## src/cpmc_pkg.sv

```systemverilog
// Contract
// - Channel registers reached only through this channel's own configuration port.
// - Identical register map per channel, addressing starting at zero.
// - Separate reset and configuration state per channel.
// - Read-only 12-bit device id and 4-bit revision across two id registers.
// - Digital loop enable cleared powers down input monitor and digital loop.
// - Reference select MSB zero means analog-loop-only mode.
// - Analog-only mode gives no activity, frequency monitoring or jitter filtering.
// - Analog-only reference is crystal or any of three input clocks.
// - Combined mode needs select pattern 11x and digital loop enable set.
// - Combined mode enables activity, frequency monitor and automatic switching.
// - Jitter attenuation locks digital loop to one of three reference inputs.
// - Numeric oscillator mode shuts input block and most of digital loop.
// - Spread spectrum shuts input block, modulator sweeps output frequency.
// - Combined mode master clock near 100, 114.285 or 125 MHz per setting.
// - Master clock from oscillator pin directly or through clock doubler.
// - Oscillator pin mode 10 enables single-ended clock input.
// - Oscillator pin mode 01 enables crystal driver.
package cpmc_pkg;
  // ==========================================================
  // Register map, word addresses from zero.
  localparam logic [3:0] ADDR_IDENT_ONE = 4'h0;
  localparam logic [3:0] ADDR_IDENT_TWO = 4'h1;
  localparam logic [3:0] ADDR_LOOP_ENABLE = 4'h2;
  localparam logic [3:0] ADDR_ANALOG_CTRL_THREE = 4'h3;
  localparam logic [3:0] ADDR_MASTER_CFG_ONE = 4'h4;
  localparam logic [3:0] ADDR_MASTER_CFG_TWO = 4'h5;
  localparam logic [3:0] ADDR_SUB_MODE = 4'h6;
  localparam logic [3:0] ADDR_STATUS = 4'h7;
  localparam int MEM_DEPTH = 16;
  // ==========================================================
  // Field positions and reset values.
  localparam int LOOP_EN_BIT = 0;
  localparam int DOUBLER_BIT = 2;
  localparam logic [2:0] REF_SEL_RESET = 3'h0;
  localparam logic [1:0] OSC_MODE_RESET = 2'h2;
  localparam logic [1:0] OSC_MODE_SINGLE = 2'h2;
  localparam logic [1:0] OSC_MODE_XTAL = 2'h1;
  localparam logic [1:0] MCLK_RESET = 2'h0;
  // ==========================================================
  // Reference selector codes.
  localparam logic [2:0] REF_XTAL = 3'h0;
  typedef enum logic [1:0] {CPMC_SUB_JITTER, CPMC_SUB_NCO, CPMC_SUB_SPREAD} cpmc_sub_t;
  typedef enum logic [1:0] {CPMC_MODE_ANALOG, CPMC_MODE_COMBINED, CPMC_MODE_INVALID} cpmc_mode_t;
endpackage : cpmc_pkg

```

## src/cpmc_top.sv

```systemverilog
`timescale 1ns/1ps
// One channel of mode control; a second channel is a second instance.
module cpmc_top #(
  parameter logic [11:0] DEVICE_ID = 12'h5A5, // Arbitrary value.
  parameter logic [3:0] REVISION = 4'h1 // Arbitrary value.
) (
  input wire logic CLK_SYS,
  input wire logic RSTN,
  input wire logic CFG_WR,
  input wire logic CFG_RD,
  input wire logic [3:0] CFG_ADDR,
  input wire logic [7:0] CFG_WDATA,
  output logic [7:0] CFG_RDATA,
  output logic CFG_RVALID,
  output logic INPUT_MON_EN,
  output logic FREQ_MON_EN,
  output logic AUTO_SWITCH_EN,
  output logic DIGITAL_LOOP_PWR,
  output logic MODULATOR_EN,
  output logic NCO_FREQ_EN,
  output logic [2:0] ANALOG_REF_SEL,
  output logic [1:0] LOCK_INPUT_SEL,
  output logic XTAL_DRIVER_EN,
  output logic OSC_SINGLE_EN,
  output logic DOUBLER_EN,
  output logic [1:0] MASTER_CLK_SEL,
  output logic [1:0] CHANNEL_MODE
);
  logic loop_enable_reg, loop_enable_next;
  logic [2:0] ref_sel_reg, ref_sel_next;
  logic [1:0] osc_mode_reg, osc_mode_next;
  logic doubler_reg, doubler_next;
  logic [1:0] mclk_reg, mclk_next;
  cpmc_pkg::cpmc_sub_t sub_reg, sub_next;
  logic [1:0] lock_sel_reg, lock_sel_next;
  logic [7:0] rdata_reg, rdata_next;
  logic rvalid_reg, rvalid_next;
  logic rd_src_mem_reg, rd_src_mem_next;
  logic [7:0] mem_rdata;
  logic mem_wr;
  cpmc_pkg::cpmc_mode_t mode;
  logic in_mon_reg, freq_mon_reg, auto_sw_reg, dig_pwr_reg, mod_reg, nco_reg;
  logic xtal_reg, single_reg;
  logic [1:0] mode_reg;

  // Combined mode needs the top two selector bits set and the loop enabled.
  function automatic cpmc_pkg::cpmc_mode_t decode_mode(input logic [2:0] sel, input logic en);
    if (!sel[2]) begin
      decode_mode = cpmc_pkg::CPMC_MODE_ANALOG;
    end else if (sel[1] && en) begin
      decode_mode = cpmc_pkg::CPMC_MODE_COMBINED;
    end else begin
      decode_mode = cpmc_pkg::CPMC_MODE_INVALID;
    end
  endfunction : decode_mode

  // Registers with no special meaning go to the plain store at offsets 8 and up.
  assign mem_wr = CFG_WR && CFG_ADDR[3];

  cpmc_regmem #(.DEPTH(cpmc_pkg::MEM_DEPTH), .WIDTH(8)) u_mem (
    .clk(CLK_SYS),
    .rst_n(RSTN),
    .wr_en(mem_wr),
    .addr(CFG_ADDR),
    .wdata(CFG_WDATA),
    .rdata(mem_rdata)
  );

  // ==========================================================
  // Configuration writes and reads; only this port reaches this state.
  always_comb begin
    loop_enable_next = loop_enable_reg;
    ref_sel_next = ref_sel_reg;
    osc_mode_next = osc_mode_reg;
    doubler_next = doubler_reg;
    mclk_next = mclk_reg;
    sub_next = sub_reg;
    lock_sel_next = lock_sel_reg;
    rdata_next = rdata_reg;
    rvalid_next = CFG_RD && !CFG_WR;
    // The source only moves on an accepted read, so register data stand until the next read.
    rd_src_mem_next = (CFG_RD && !CFG_WR) ? CFG_ADDR[3] : rd_src_mem_reg;
    if (CFG_WR) begin
      case (CFG_ADDR)
        cpmc_pkg::ADDR_LOOP_ENABLE: loop_enable_next = CFG_WDATA[cpmc_pkg::LOOP_EN_BIT];
        cpmc_pkg::ADDR_ANALOG_CTRL_THREE: ref_sel_next = CFG_WDATA[2:0];
        cpmc_pkg::ADDR_MASTER_CFG_ONE: begin
          osc_mode_next = CFG_WDATA[1:0];
          doubler_next = CFG_WDATA[cpmc_pkg::DOUBLER_BIT];
        end
        cpmc_pkg::ADDR_MASTER_CFG_TWO: mclk_next = CFG_WDATA[1:0];
        cpmc_pkg::ADDR_SUB_MODE: begin
          // An unused code falls back to jitter attenuation.
          sub_next = (CFG_WDATA[1:0] == 2'h1) ? cpmc_pkg::CPMC_SUB_NCO :
                     (CFG_WDATA[1:0] == 2'h2) ? cpmc_pkg::CPMC_SUB_SPREAD : cpmc_pkg::CPMC_SUB_JITTER;
          lock_sel_next = (CFG_WDATA[5:4] == 2'h3) ? 2'h0 : CFG_WDATA[5:4];
        end
        default: ;
      endcase
    end else if (CFG_RD) begin
      case (CFG_ADDR)
        // Identification is read-only: writes above never touch it.
        cpmc_pkg::ADDR_IDENT_ONE: rdata_next = DEVICE_ID[11:4];
        cpmc_pkg::ADDR_IDENT_TWO: rdata_next = {DEVICE_ID[3:0], REVISION};
        cpmc_pkg::ADDR_LOOP_ENABLE: rdata_next = {7'h00, loop_enable_reg};
        cpmc_pkg::ADDR_ANALOG_CTRL_THREE: rdata_next = {5'h00, ref_sel_reg};
        cpmc_pkg::ADDR_MASTER_CFG_ONE: rdata_next = {5'h00, doubler_reg, osc_mode_reg};
        cpmc_pkg::ADDR_MASTER_CFG_TWO: rdata_next = {6'h00, mclk_reg};
        cpmc_pkg::ADDR_SUB_MODE: rdata_next = {2'h0, lock_sel_reg, 2'h0, sub_reg};
        cpmc_pkg::ADDR_STATUS: rdata_next = {6'h00, mode_reg};
        default: rdata_next = 8'h00;
      endcase
    end
  end

  always_ff @(posedge CLK_SYS or negedge RSTN) begin
    if (!RSTN) begin
      loop_enable_reg <= 1'b0;
      ref_sel_reg <= cpmc_pkg::REF_SEL_RESET;
      osc_mode_reg <= cpmc_pkg::OSC_MODE_RESET;
      doubler_reg <= 1'b0;
      mclk_reg <= cpmc_pkg::MCLK_RESET;
      sub_reg <= cpmc_pkg::CPMC_SUB_JITTER;
      lock_sel_reg <= 2'h0;
      rdata_reg <= 8'h00;
      rvalid_reg <= 1'b0;
      rd_src_mem_reg <= 1'b0;
    end else begin
      loop_enable_reg <= loop_enable_next;
      ref_sel_reg <= ref_sel_next;
      osc_mode_reg <= osc_mode_next;
      doubler_reg <= doubler_next;
      mclk_reg <= mclk_next;
      sub_reg <= sub_next;
      lock_sel_reg <= lock_sel_next;
      rdata_reg <= rdata_next;
      rvalid_reg <= rvalid_next;
      rd_src_mem_reg <= rd_src_mem_next;
    end
  end

  // ==========================================================
  // Mode decode, re-evaluated every cycle from the stored fields.
  assign mode = decode_mode(ref_sel_reg, loop_enable_reg);

  logic in_mon_next, freq_mon_next, auto_sw_next, dig_pwr_next, mod_next, nco_next;
  logic xtal_next, single_next;
  logic [1:0] mode_next;
  always_comb begin
    in_mon_next = 1'b0;
    freq_mon_next = 1'b0;
    auto_sw_next = 1'b0;
    dig_pwr_next = 1'b0;
    mod_next = 1'b0;
    nco_next = 1'b0;
    mode_next = mode;
    if (mode == cpmc_pkg::CPMC_MODE_COMBINED) begin
      case (sub_reg)
        cpmc_pkg::CPMC_SUB_JITTER: begin
          in_mon_next = 1'b1;
          freq_mon_next = 1'b1;
          auto_sw_next = 1'b1;
          dig_pwr_next = 1'b1;
        end
        // The loop keeps only its output stage powered in these two.
        cpmc_pkg::CPMC_SUB_NCO: nco_next = 1'b1;
        cpmc_pkg::CPMC_SUB_SPREAD: mod_next = 1'b1;
        default: ;
      endcase
    end
    xtal_next = (osc_mode_reg == cpmc_pkg::OSC_MODE_XTAL);
    single_next = (osc_mode_reg == cpmc_pkg::OSC_MODE_SINGLE);
  end

  always_ff @(posedge CLK_SYS or negedge RSTN) begin
    if (!RSTN) begin
      in_mon_reg <= 1'b0;
      freq_mon_reg <= 1'b0;
      auto_sw_reg <= 1'b0;
      dig_pwr_reg <= 1'b0;
      mod_reg <= 1'b0;
      nco_reg <= 1'b0;
      xtal_reg <= 1'b0;
      single_reg <= 1'b0;
      mode_reg <= 2'h0;
    end else begin
      in_mon_reg <= in_mon_next;
      freq_mon_reg <= freq_mon_next;
      auto_sw_reg <= auto_sw_next;
      dig_pwr_reg <= dig_pwr_next;
      mod_reg <= mod_next;
      nco_reg <= nco_next;
      xtal_reg <= xtal_next;
      single_reg <= single_next;
      mode_reg <= mode_next;
    end
  end

  // ==========================================================
  // Outputs, all taken from flip-flops.
  assign CFG_RDATA = rd_src_mem_reg ? mem_rdata : rdata_reg;
  assign CFG_RVALID = rvalid_reg;
  assign INPUT_MON_EN = in_mon_reg;
  assign FREQ_MON_EN = freq_mon_reg;
  assign AUTO_SWITCH_EN = auto_sw_reg;
  assign DIGITAL_LOOP_PWR = dig_pwr_reg;
  assign MODULATOR_EN = mod_reg;
  assign NCO_FREQ_EN = nco_reg;
  assign ANALOG_REF_SEL = ref_sel_reg;
  assign LOCK_INPUT_SEL = lock_sel_reg;
  assign XTAL_DRIVER_EN = xtal_reg;
  assign OSC_SINGLE_EN = single_reg;
  assign DOUBLER_EN = doubler_reg;
  assign MASTER_CLK_SEL = mclk_reg;
  assign CHANNEL_MODE = mode_reg;

  // ==========================================================
  // Checks.
  a_analog_no_mon: assert property (@(posedge CLK_SYS) disable iff (!RSTN)
    !$past(ref_sel_reg[2]) |-> !in_mon_reg && !freq_mon_reg && !dig_pwr_reg)
    else $error("Monitoring active in analog-only mode.");
  a_loop_off_pwr: assert property (@(posedge CLK_SYS) disable iff (!RSTN)
    !loop_enable_reg |=> !dig_pwr_reg && !in_mon_reg && !mod_reg && !nco_reg)
    else $error("Digital loop powered while disabled.");
  a_combined_mode: assert property (@(posedge CLK_SYS) disable iff (!RSTN)
    (ref_sel_reg[2:1] == 2'h3 && loop_enable_reg) |=> mode_reg == 2'(cpmc_pkg::CPMC_MODE_COMBINED))
    else $error("Combined mode not entered.");
  a_invalid_off: assert property (@(posedge CLK_SYS) disable iff (!RSTN)
    (ref_sel_reg[2:1] == 2'h2) |=> !dig_pwr_reg && !nco_reg && !mod_reg)
    else $error("Loop powered on unmatched selector.");
  a_jitter_mon: assert property (@(posedge CLK_SYS) disable iff (!RSTN)
    (mode == cpmc_pkg::CPMC_MODE_COMBINED && sub_reg == cpmc_pkg::CPMC_SUB_JITTER)
    |=> in_mon_reg && freq_mon_reg && auto_sw_reg)
    else $error("Input block not fully active.");
  a_nco_shut: assert property (@(posedge CLK_SYS) disable iff (!RSTN)
    nco_reg |-> !in_mon_reg && !dig_pwr_reg && !mod_reg && $past(sub_reg) == cpmc_pkg::CPMC_SUB_NCO)
    else $error("Input block on in oscillator mode.");
  a_spread_shut: assert property (@(posedge CLK_SYS) disable iff (!RSTN)
    mod_reg |-> !in_mon_reg && !auto_sw_reg && $past(sub_reg) == cpmc_pkg::CPMC_SUB_SPREAD)
    else $error("Spread mode gating wrong.");
  a_ident_read: assert property (@(posedge CLK_SYS) disable iff (!RSTN)
    (CFG_RD && !CFG_WR && CFG_ADDR == cpmc_pkg::ADDR_IDENT_TWO)
    |=> CFG_RVALID && CFG_RDATA == {DEVICE_ID[3:0], REVISION})
    else $error("Identification read wrong.");
  a_osc_mode: assert property (@(posedge CLK_SYS) disable iff (!RSTN)
    (CFG_WR && CFG_ADDR == cpmc_pkg::ADDR_MASTER_CFG_ONE && CFG_WDATA[1:0] == 2'h1)
    |=> ##1 XTAL_DRIVER_EN && !OSC_SINGLE_EN)
    else $error("Crystal driver not enabled.");
endmodule : cpmc_top

```

## src/cpmc_regmem.sv

```systemverilog
`timescale 1ns/1ps
// Small register store for plain configuration words; read data registered.
module cpmc_regmem #(
  parameter int DEPTH = 16,
  parameter int WIDTH = 8
) (
  input wire logic clk,
  input wire logic rst_n,
  input wire logic wr_en,
  input wire logic [$clog2(DEPTH)-1:0] addr,
  input wire logic [WIDTH-1:0] wdata,
  output logic [WIDTH-1:0] rdata
);
  logic [WIDTH-1:0] mem_reg [DEPTH];
  logic [WIDTH-1:0] rdata_reg;

  // ==========================================================
  // Storage and registered read; contents clear on this channel's reset only.
  always_ff @(posedge clk or negedge rst_n) begin
    if (!rst_n) begin
      for (int i = 0; i < DEPTH; i++) begin
        mem_reg[i] <= '0;
      end
      rdata_reg <= '0;
    end else begin
      if (wr_en) begin
        mem_reg[addr] <= wdata;
      end
      rdata_reg <= mem_reg[addr];
    end
  end
  assign rdata = rdata_reg;
endmodule : cpmc_regmem

```

## config.mk

```make
export PLATFORM = sky130hd
export DESIGN_NAME = cpmc_top
export DESIGN_NICKNAME = d
export VERILOG_FILES = /design/src/cpmc_pkg.sv /design/src/cpmc_top.sv /design/src/cpmc_regmem.sv
export SDC_FILE = /design/constraint.sdc
export NUM_CORES = 1
export LEC_CHECK = 0
export CAP_MARGIN = 20
export CELL_PAD_IN_SITES_DETAIL_PLACEMENT = 1
export CELL_PAD_IN_SITES_GLOBAL_PLACEMENT = 1
export CORE_ASPECT_RATIO = 0.5
export CORE_MARGIN = 8
export CORE_UTILIZATION = 35
export CTS_CLUSTER_SIZE = 28
export DETAILED_ROUTE_END_ITERATION = 8
export DONT_BUFFER_PORTS = 1
export PLACE_DENSITY_LB_ADDON = 0.2
export SKIP_CTS_REPAIR_TIMING = 1
export SYNTH_ARGS = -nofsm -noshare
export SYNTH_HDL_FRONTEND = slang
export SYNTH_SLANG_ARGS = --single-unit
```

## constraint.sdc

```tcl
create_clock -name CLK_SYS -period 1.4 [get_ports CLK_SYS]
set_input_delay 0.14 -clock CLK_SYS [delete_from_list [all_inputs] [get_ports CLK_SYS]]
set_output_delay 0.14 -clock CLK_SYS [all_outputs]
set_load 0.005 [all_outputs]
```

* Word level (Yosys, flattened, before mapping)
Index checks and enable logic that the tools add are counted.
** Storage, ports and cells
- Output and inout bits :: 27
- Register bits :: 166
- Input bits :: 16
- Logic and storage cells :: 84
** Cells by class
- $lt $le $gt $ge :: 2
- Bitwise logic cells :: 2
- Muxes and demuxes :: 19
- Reduce and logical (&&, ||, !) cells :: 13
- Eq/ne operators :: 15
** Operators with widths (number)
- bitwise mux 128 bit :: 1
- case mux 7 bit (8 select lines) :: 1
- binary-select mux 8 bit (select 4 bit) :: 1
- demux 8 bit (select 4 bit) :: 1
- two-way mux 8 bit :: 4
- equality test 4 x 3 -> 1 bit (second input constant) :: 4
- AND reduction 2 bit :: 6
- two-way mux 2 bit :: 5
- equality test 2 x 1 -> 1 bit (second input constant) :: 4
- equality test 2 bit (second input constant) :: 4
- equality test 4 x 2 -> 1 bit (second input constant) :: 2
- two-way mux 1 bit :: 6
- >= comparator 5 bit (second input constant) :: 1
- less-than comparator 5 x 1 -> 1 bit (second input constant) :: 1
- NOT 4 -> 5 bit :: 1
- equality test 4 x 1 -> 1 bit (second input constant) :: 1
- logical AND 1 bit :: 4
- logical NOT 4 bit :: 1
- logical NOT 2 bit :: 1
- logical NOT 1 bit :: 1
- NOT 1 bit :: 1

* Logic depth before layout (Yosys ltp)
- Depth after elaboration :: 6
- Mapped depth :: 6
- Depth with buffers taken out :: 4

* Modules after synthesis
Synthesis repeated with hierarchy kept, for this count alone.
** Second synthesis, totals
- Cell total of the unflattened synthesis :: 493
- Area total of the unflattened synthesis :: 7576.0 µm²
** By module, submodules not included
- cpmc_regmem :: sequential area each 3403.3 µm², cells each 373, instances 1, area an instance 6173.4 µm²
- cpmc_top :: sequential area each 726.9 µm², cells each 120, instances 1, area an instance 1402.6 µm²

* Worst setup path before layout
No wires, ideal clock.
- Path kind :: input to register
- Start :: input CFG_ADDR[1]
- End :: register u_mem.mem_reg[58] (netlist bit)
- Stages :: 5
- Arrival time :: 1.214 ns
- Library setup time :: 0.125 ns
- Data required time :: 1.275 ns
- Setup slack :: 0.061 ns
- Buffers on the path :: 2
- Cell sequence :: buf_2 -> or2_1 -> buf_2 -> nor2_4 -> mux2_2
** Between the ends
- Cells in the longest elaborated chain, start to end :: 6
- Elaborated cells between the ends (all ways) :: 7
- Those cells by class :: order compare (2); mux (3); bitwise (1); reduce/logical (1)
** Ends and longest elaborated chain
- from (decl) :: RTL line cpmc_top.sv:11 : input wire logic [3:0] CFG_ADDR,
- NOT 4 -> 5 bit (not written as such) (*) :: RTL line cpmc_regmem.sv:27 : mem_reg[addr] <= wdata;
- >= comparator 5 bit (not written as such) / less-than comparator 5 x 1 -> 1 bit (equally long branches) :: RTL line cpmc_regmem.sv:27
- logical AND 1 bit (not written as such) :: RTL line cpmc_regmem.sv:27
- two-way mux 8 bit (not written as such) :: RTL line cpmc_regmem.sv:27
- demux 8 bit (select 4 bit) (*) :: RTL line cpmc_regmem.sv:27
- bitwise mux 128 bit (*) :: RTL line cpmc_regmem.sv:27
- to (signal, indexed assignment) :: RTL line cpmc_regmem.sv:27
- to (decl) :: RTL line cpmc_regmem.sv:14 : logic [WIDTH-1:0] mem_reg [DEPTH];
Mark *: on every way between the ends. The rest lies on a longest branch, timed or not.
A chain may end at the register's enable or synchronous reset.

* Worst setup path after layout
- Start :: register rd_src_mem_reg
- End :: output CFG_RDATA[1]
** Between the ends
- Cells in the longest elaborated chain, start to end :: 1
** Ends and longest elaborated chain
- from (decl) :: RTL line cpmc_top.sv:38 : logic rd_src_mem_reg, rd_src_mem_next;
- from (signal assigned) :: RTL line cpmc_top.sv:138 : rd_src_mem_reg <= rd_src_mem_next;
- two-way mux 8 bit :: RTL line cpmc_top.sv:201 : assign CFG_RDATA = rd_src_mem_reg ? mem_rdata : rdata_reg;
- to (decl) :: RTL line cpmc_top.sv:13 : output logic [7:0] CFG_RDATA,
No other way between the ends.

==> results.yml <==
status:
  violations: "hold timing, setup timing"
  status: "complete, but fails checks"
placement:
  preCtsSetupSlack_ps: -96.6
  io_buffer_count: 0
  hpwlAfterDp_mm: 9.58
  placed_cells: 675
  place_congestion: 0.726
final_layout:
  area_delta_synth_final_pct: 13.5
  final_cells: 722
  n_antenna_cell: 0
  drive_gt1_share_pct: 39.3
  utilization_pct: 40.4
  layout.nets: 459
  largest_reg_flops: 128
power:
  p_int_mw: 8.70
  total_power_mw: 11.6
  pwr-share-seq_pct: 49.4
  p_sw_mw: 2.86
  clock_power_share_pct: 39.9
  p_leak_nw: 3.51
  irDropWorstVdd_v: 0.000785
  power.density_mw_per_mm2: 1480
  netSwitchingFraction_pct: 24.7
  pwr-share-comb_pct: 10.6
sta:
  fin_worst_skew_ps: 10.8
  setup_viol: 7
  slew_violations: 0
  rsz0062_at_grt: "yes"
  setup_ws_ps: -24.8
  max_freq_mhz: 702
  slew_headroom_pct: 39.8
  worst_pin_slew_ps: 902
  fin_crit_ps: 1420
  hold-worst-slack_ps: -586
  timing.final.crit_share_pct: 102
  hold_viol_final: 166
yosys:
  synth_area_mm2: 0.00689
  syn_nets: 491
  ys_async_sr_fraction_pct: 100
  synth_ff_type: "dfrtp_1"
  synth_warnings: 0
  synth-seq-cells: 165
  synthDistinctLibCells: 43
  synth_edf_count: 0
  syn_inst: 475
  synth.avg_cell_area_um2: 14.5
  ys_seq_area_share_pct: 59.9
clock_tree:
  cts_tree: "yes"
  cts_sinks: 165
  cts_made_buffers: 17
  clk_pin_slew_ps: 70
  root_buffer: "clkbuf_16"
  htreeDepth: 4
  worstSkewPairLatency_ps: 420
  clockBufferDepth: 2
setup_path:
  ff2ff_path_depth: 3
  rrSetupSlack_ps: 20
  cp-start-kind: "register"
  crit_fanout: 4
  r2r_end: "u_mem.rdata[1]$_DFF_PN0_"
  crit_required_ps: 1260
  worstSetupEndpointType: "output pin"
  crit_path_cell_trace: "buf_6 > mux2_2"
  reg2reg_from: "u_mem.mem_reg[1]$_DFFE_PN0P_"
  cp_data_arrival_time_ps: 1280
  max_stage_delay_ps: 390
  cpMaxStageDelayCell: "dfrtp_2"
  worstSetupPathType: "register to output pin"
routing:
  firstDrtPassIters: 4
  drtIter0Drc: 246
  route.detailed.drc: 0
  ant_nets: 0
  viasPerCell: 4.89
  vias: 3530
  wirelength_mm: 15.5
  avgRoutedWirePerCell_um: 21.4
grt:
  first_global_vias: 3887
  grt_pass1_wl_mm: 24.0
  grt_start_max_net_pins: 166
  globalRoute.totalOverflow: 0
  grt_usage_pct: 12.7
  antenna_found_initial: 1
floorplan:
  die-area_mm2: 0.0247
  initial_utilization_pct: 35.6
  dieWidth_um: 214
  core_mm2: 0.0194
  boundaryPins: 43
  num_rows: 36
  die_h_um: 115
run:
  drv_cap: 0
min_path:
  worstHoldPathType: "input port to asynchronous set/reset pin"
==> layout by cell type, fill, tap and decap left out, drive strengths merged <==
cell	instances
nand3b	1
a311oi	1
and2	2
clkbuf	20
buf	28
a22o	5
nor2b	6
inv	11
mux2i	3
nand4	1
nor2	15
mux2	79
clkinv	4
o41ai	2
a31oi	1
nor3	1
o22ai	2
clkinvlp	2
nand2	17
dlygate4sd3	11
a21oi	2
dfstp	1
a22oi	16
or2	1
a21boi	1
a31o	2
mux4	32
o21a	2
a211o	1
dfrtp	164
o21ai	7
nand3	8
nor3b	3
nand2b	3
bufinv	1
==> kinds of logic after synthesis <==
family,after synthesis,synth area share [%]
multiplexers,114,24.6
flip-flops,165,59.9
buffers and inverters,96,6.01
AND/OR/NAND/NOR,58,5.12
AO/OA/AOI/OAI,42,4.39
==> synth_stat cells (all sizes together), types with 5 or more instances <==
| master | n | share of area (%) |
|---|---|---|
| a22o | 5 | 0.64 |
| a22oi | 16 | 1.7 |
| buf | 17 | 1.7 |
| clkbuf | 73 | 4.0 |
| dfrtp | 164 | 60 |
| inv | 6 | 0.33 |
| mux2 | 79 | 13 |
| mux4 | 32 | 11 |
| nand2 | 17 | 0.96 |
| nand3 | 8 | 0.65 |
| nor2 | 15 | 1.7 |
| nor2b | 6 | 0.54 |
| o21ai | 7 | 0.51 |
==> stage by stage <==
step                setup TNS (ps)  cell area, um^2
finish                        -138             7820
global route                  -377             7820
CTS                          -1170             7630
detailed placement            -477             7050
global placement              -535             7050
floorplan                        0             6890
==> worst max-delay path by stage <==
stage	start	endpoint	slack [ps]	depth (start not counted)
2_1_floorplan	CFG_ADDR[1]	u_mem.mem_reg[58]$_DFFE_PN0P_	60	5
3_5_place_dp	u_mem.mem_reg[57]$_DFFE_PN0P_	u_mem.rdata[1]$_DFF_PN0_	-100	3
6_report	rd_src_mem_reg$_DFFE_PN0P_	CFG_RDATA[1]	-20	2
4_1_cts	rd_src_mem_reg$_DFFE_PN0P_	CFG_RDATA[5]	-160	1
3_3_place_gp	u_mem.mem_reg[49]$_DFFE_PN0P_	u_mem.rdata[1]$_DFF_PN0_	-70	3
5_1_grt	rd_src_mem_reg$_DFFE_PN0P_	CFG_RDATA[4]	-50	2
==> worst max-delay path: cells and delay by family (launching register included) <==
family | cells | cell delay, ps
flops | 1 | 390
mux | 1 | 350
buf+inv | 1 | 120
==> power by group through the flow <==
stage                     clock network (mW)  registers [mW]  logic [mW]
final                                   4.62            5.72        1.23
after global routing                    4.91            5.79        1.33
after CTS                               4.71            5.73        1.12
after detailed placement                   0            5.81        1.11
after global placement                     0            5.80        1.08
after floorplan                            0            5.66       0.990
==> routing by layer <==
metal	share of wire (%)	track usage, %	routed length (um)	vias up
met5	0	0	0	-
met4	0.78	4.41	121	0
met3	3.7	3.41	566	11
met2	44	18.4	6760	54
met1	52	18.3	8030	1883
li1	-	-	-	1582
==> layout make-up <==
| type | instances | area [um^2] |
|---|---|---|
| clock buffers | 20 | 457 |
| clock inverters | 12 | 119 |
| fillers | 1933 | 11500 |
| inverters | 6 | 22.5 |
| multi-input cells | 214 | 2390 |
| flip-flops and latches | 165 | 4130 |
| well taps | 266 | 333 |
| repair buffers | 39 | 365 |
No activity file was read; power rests on OpenSTA's default activity.
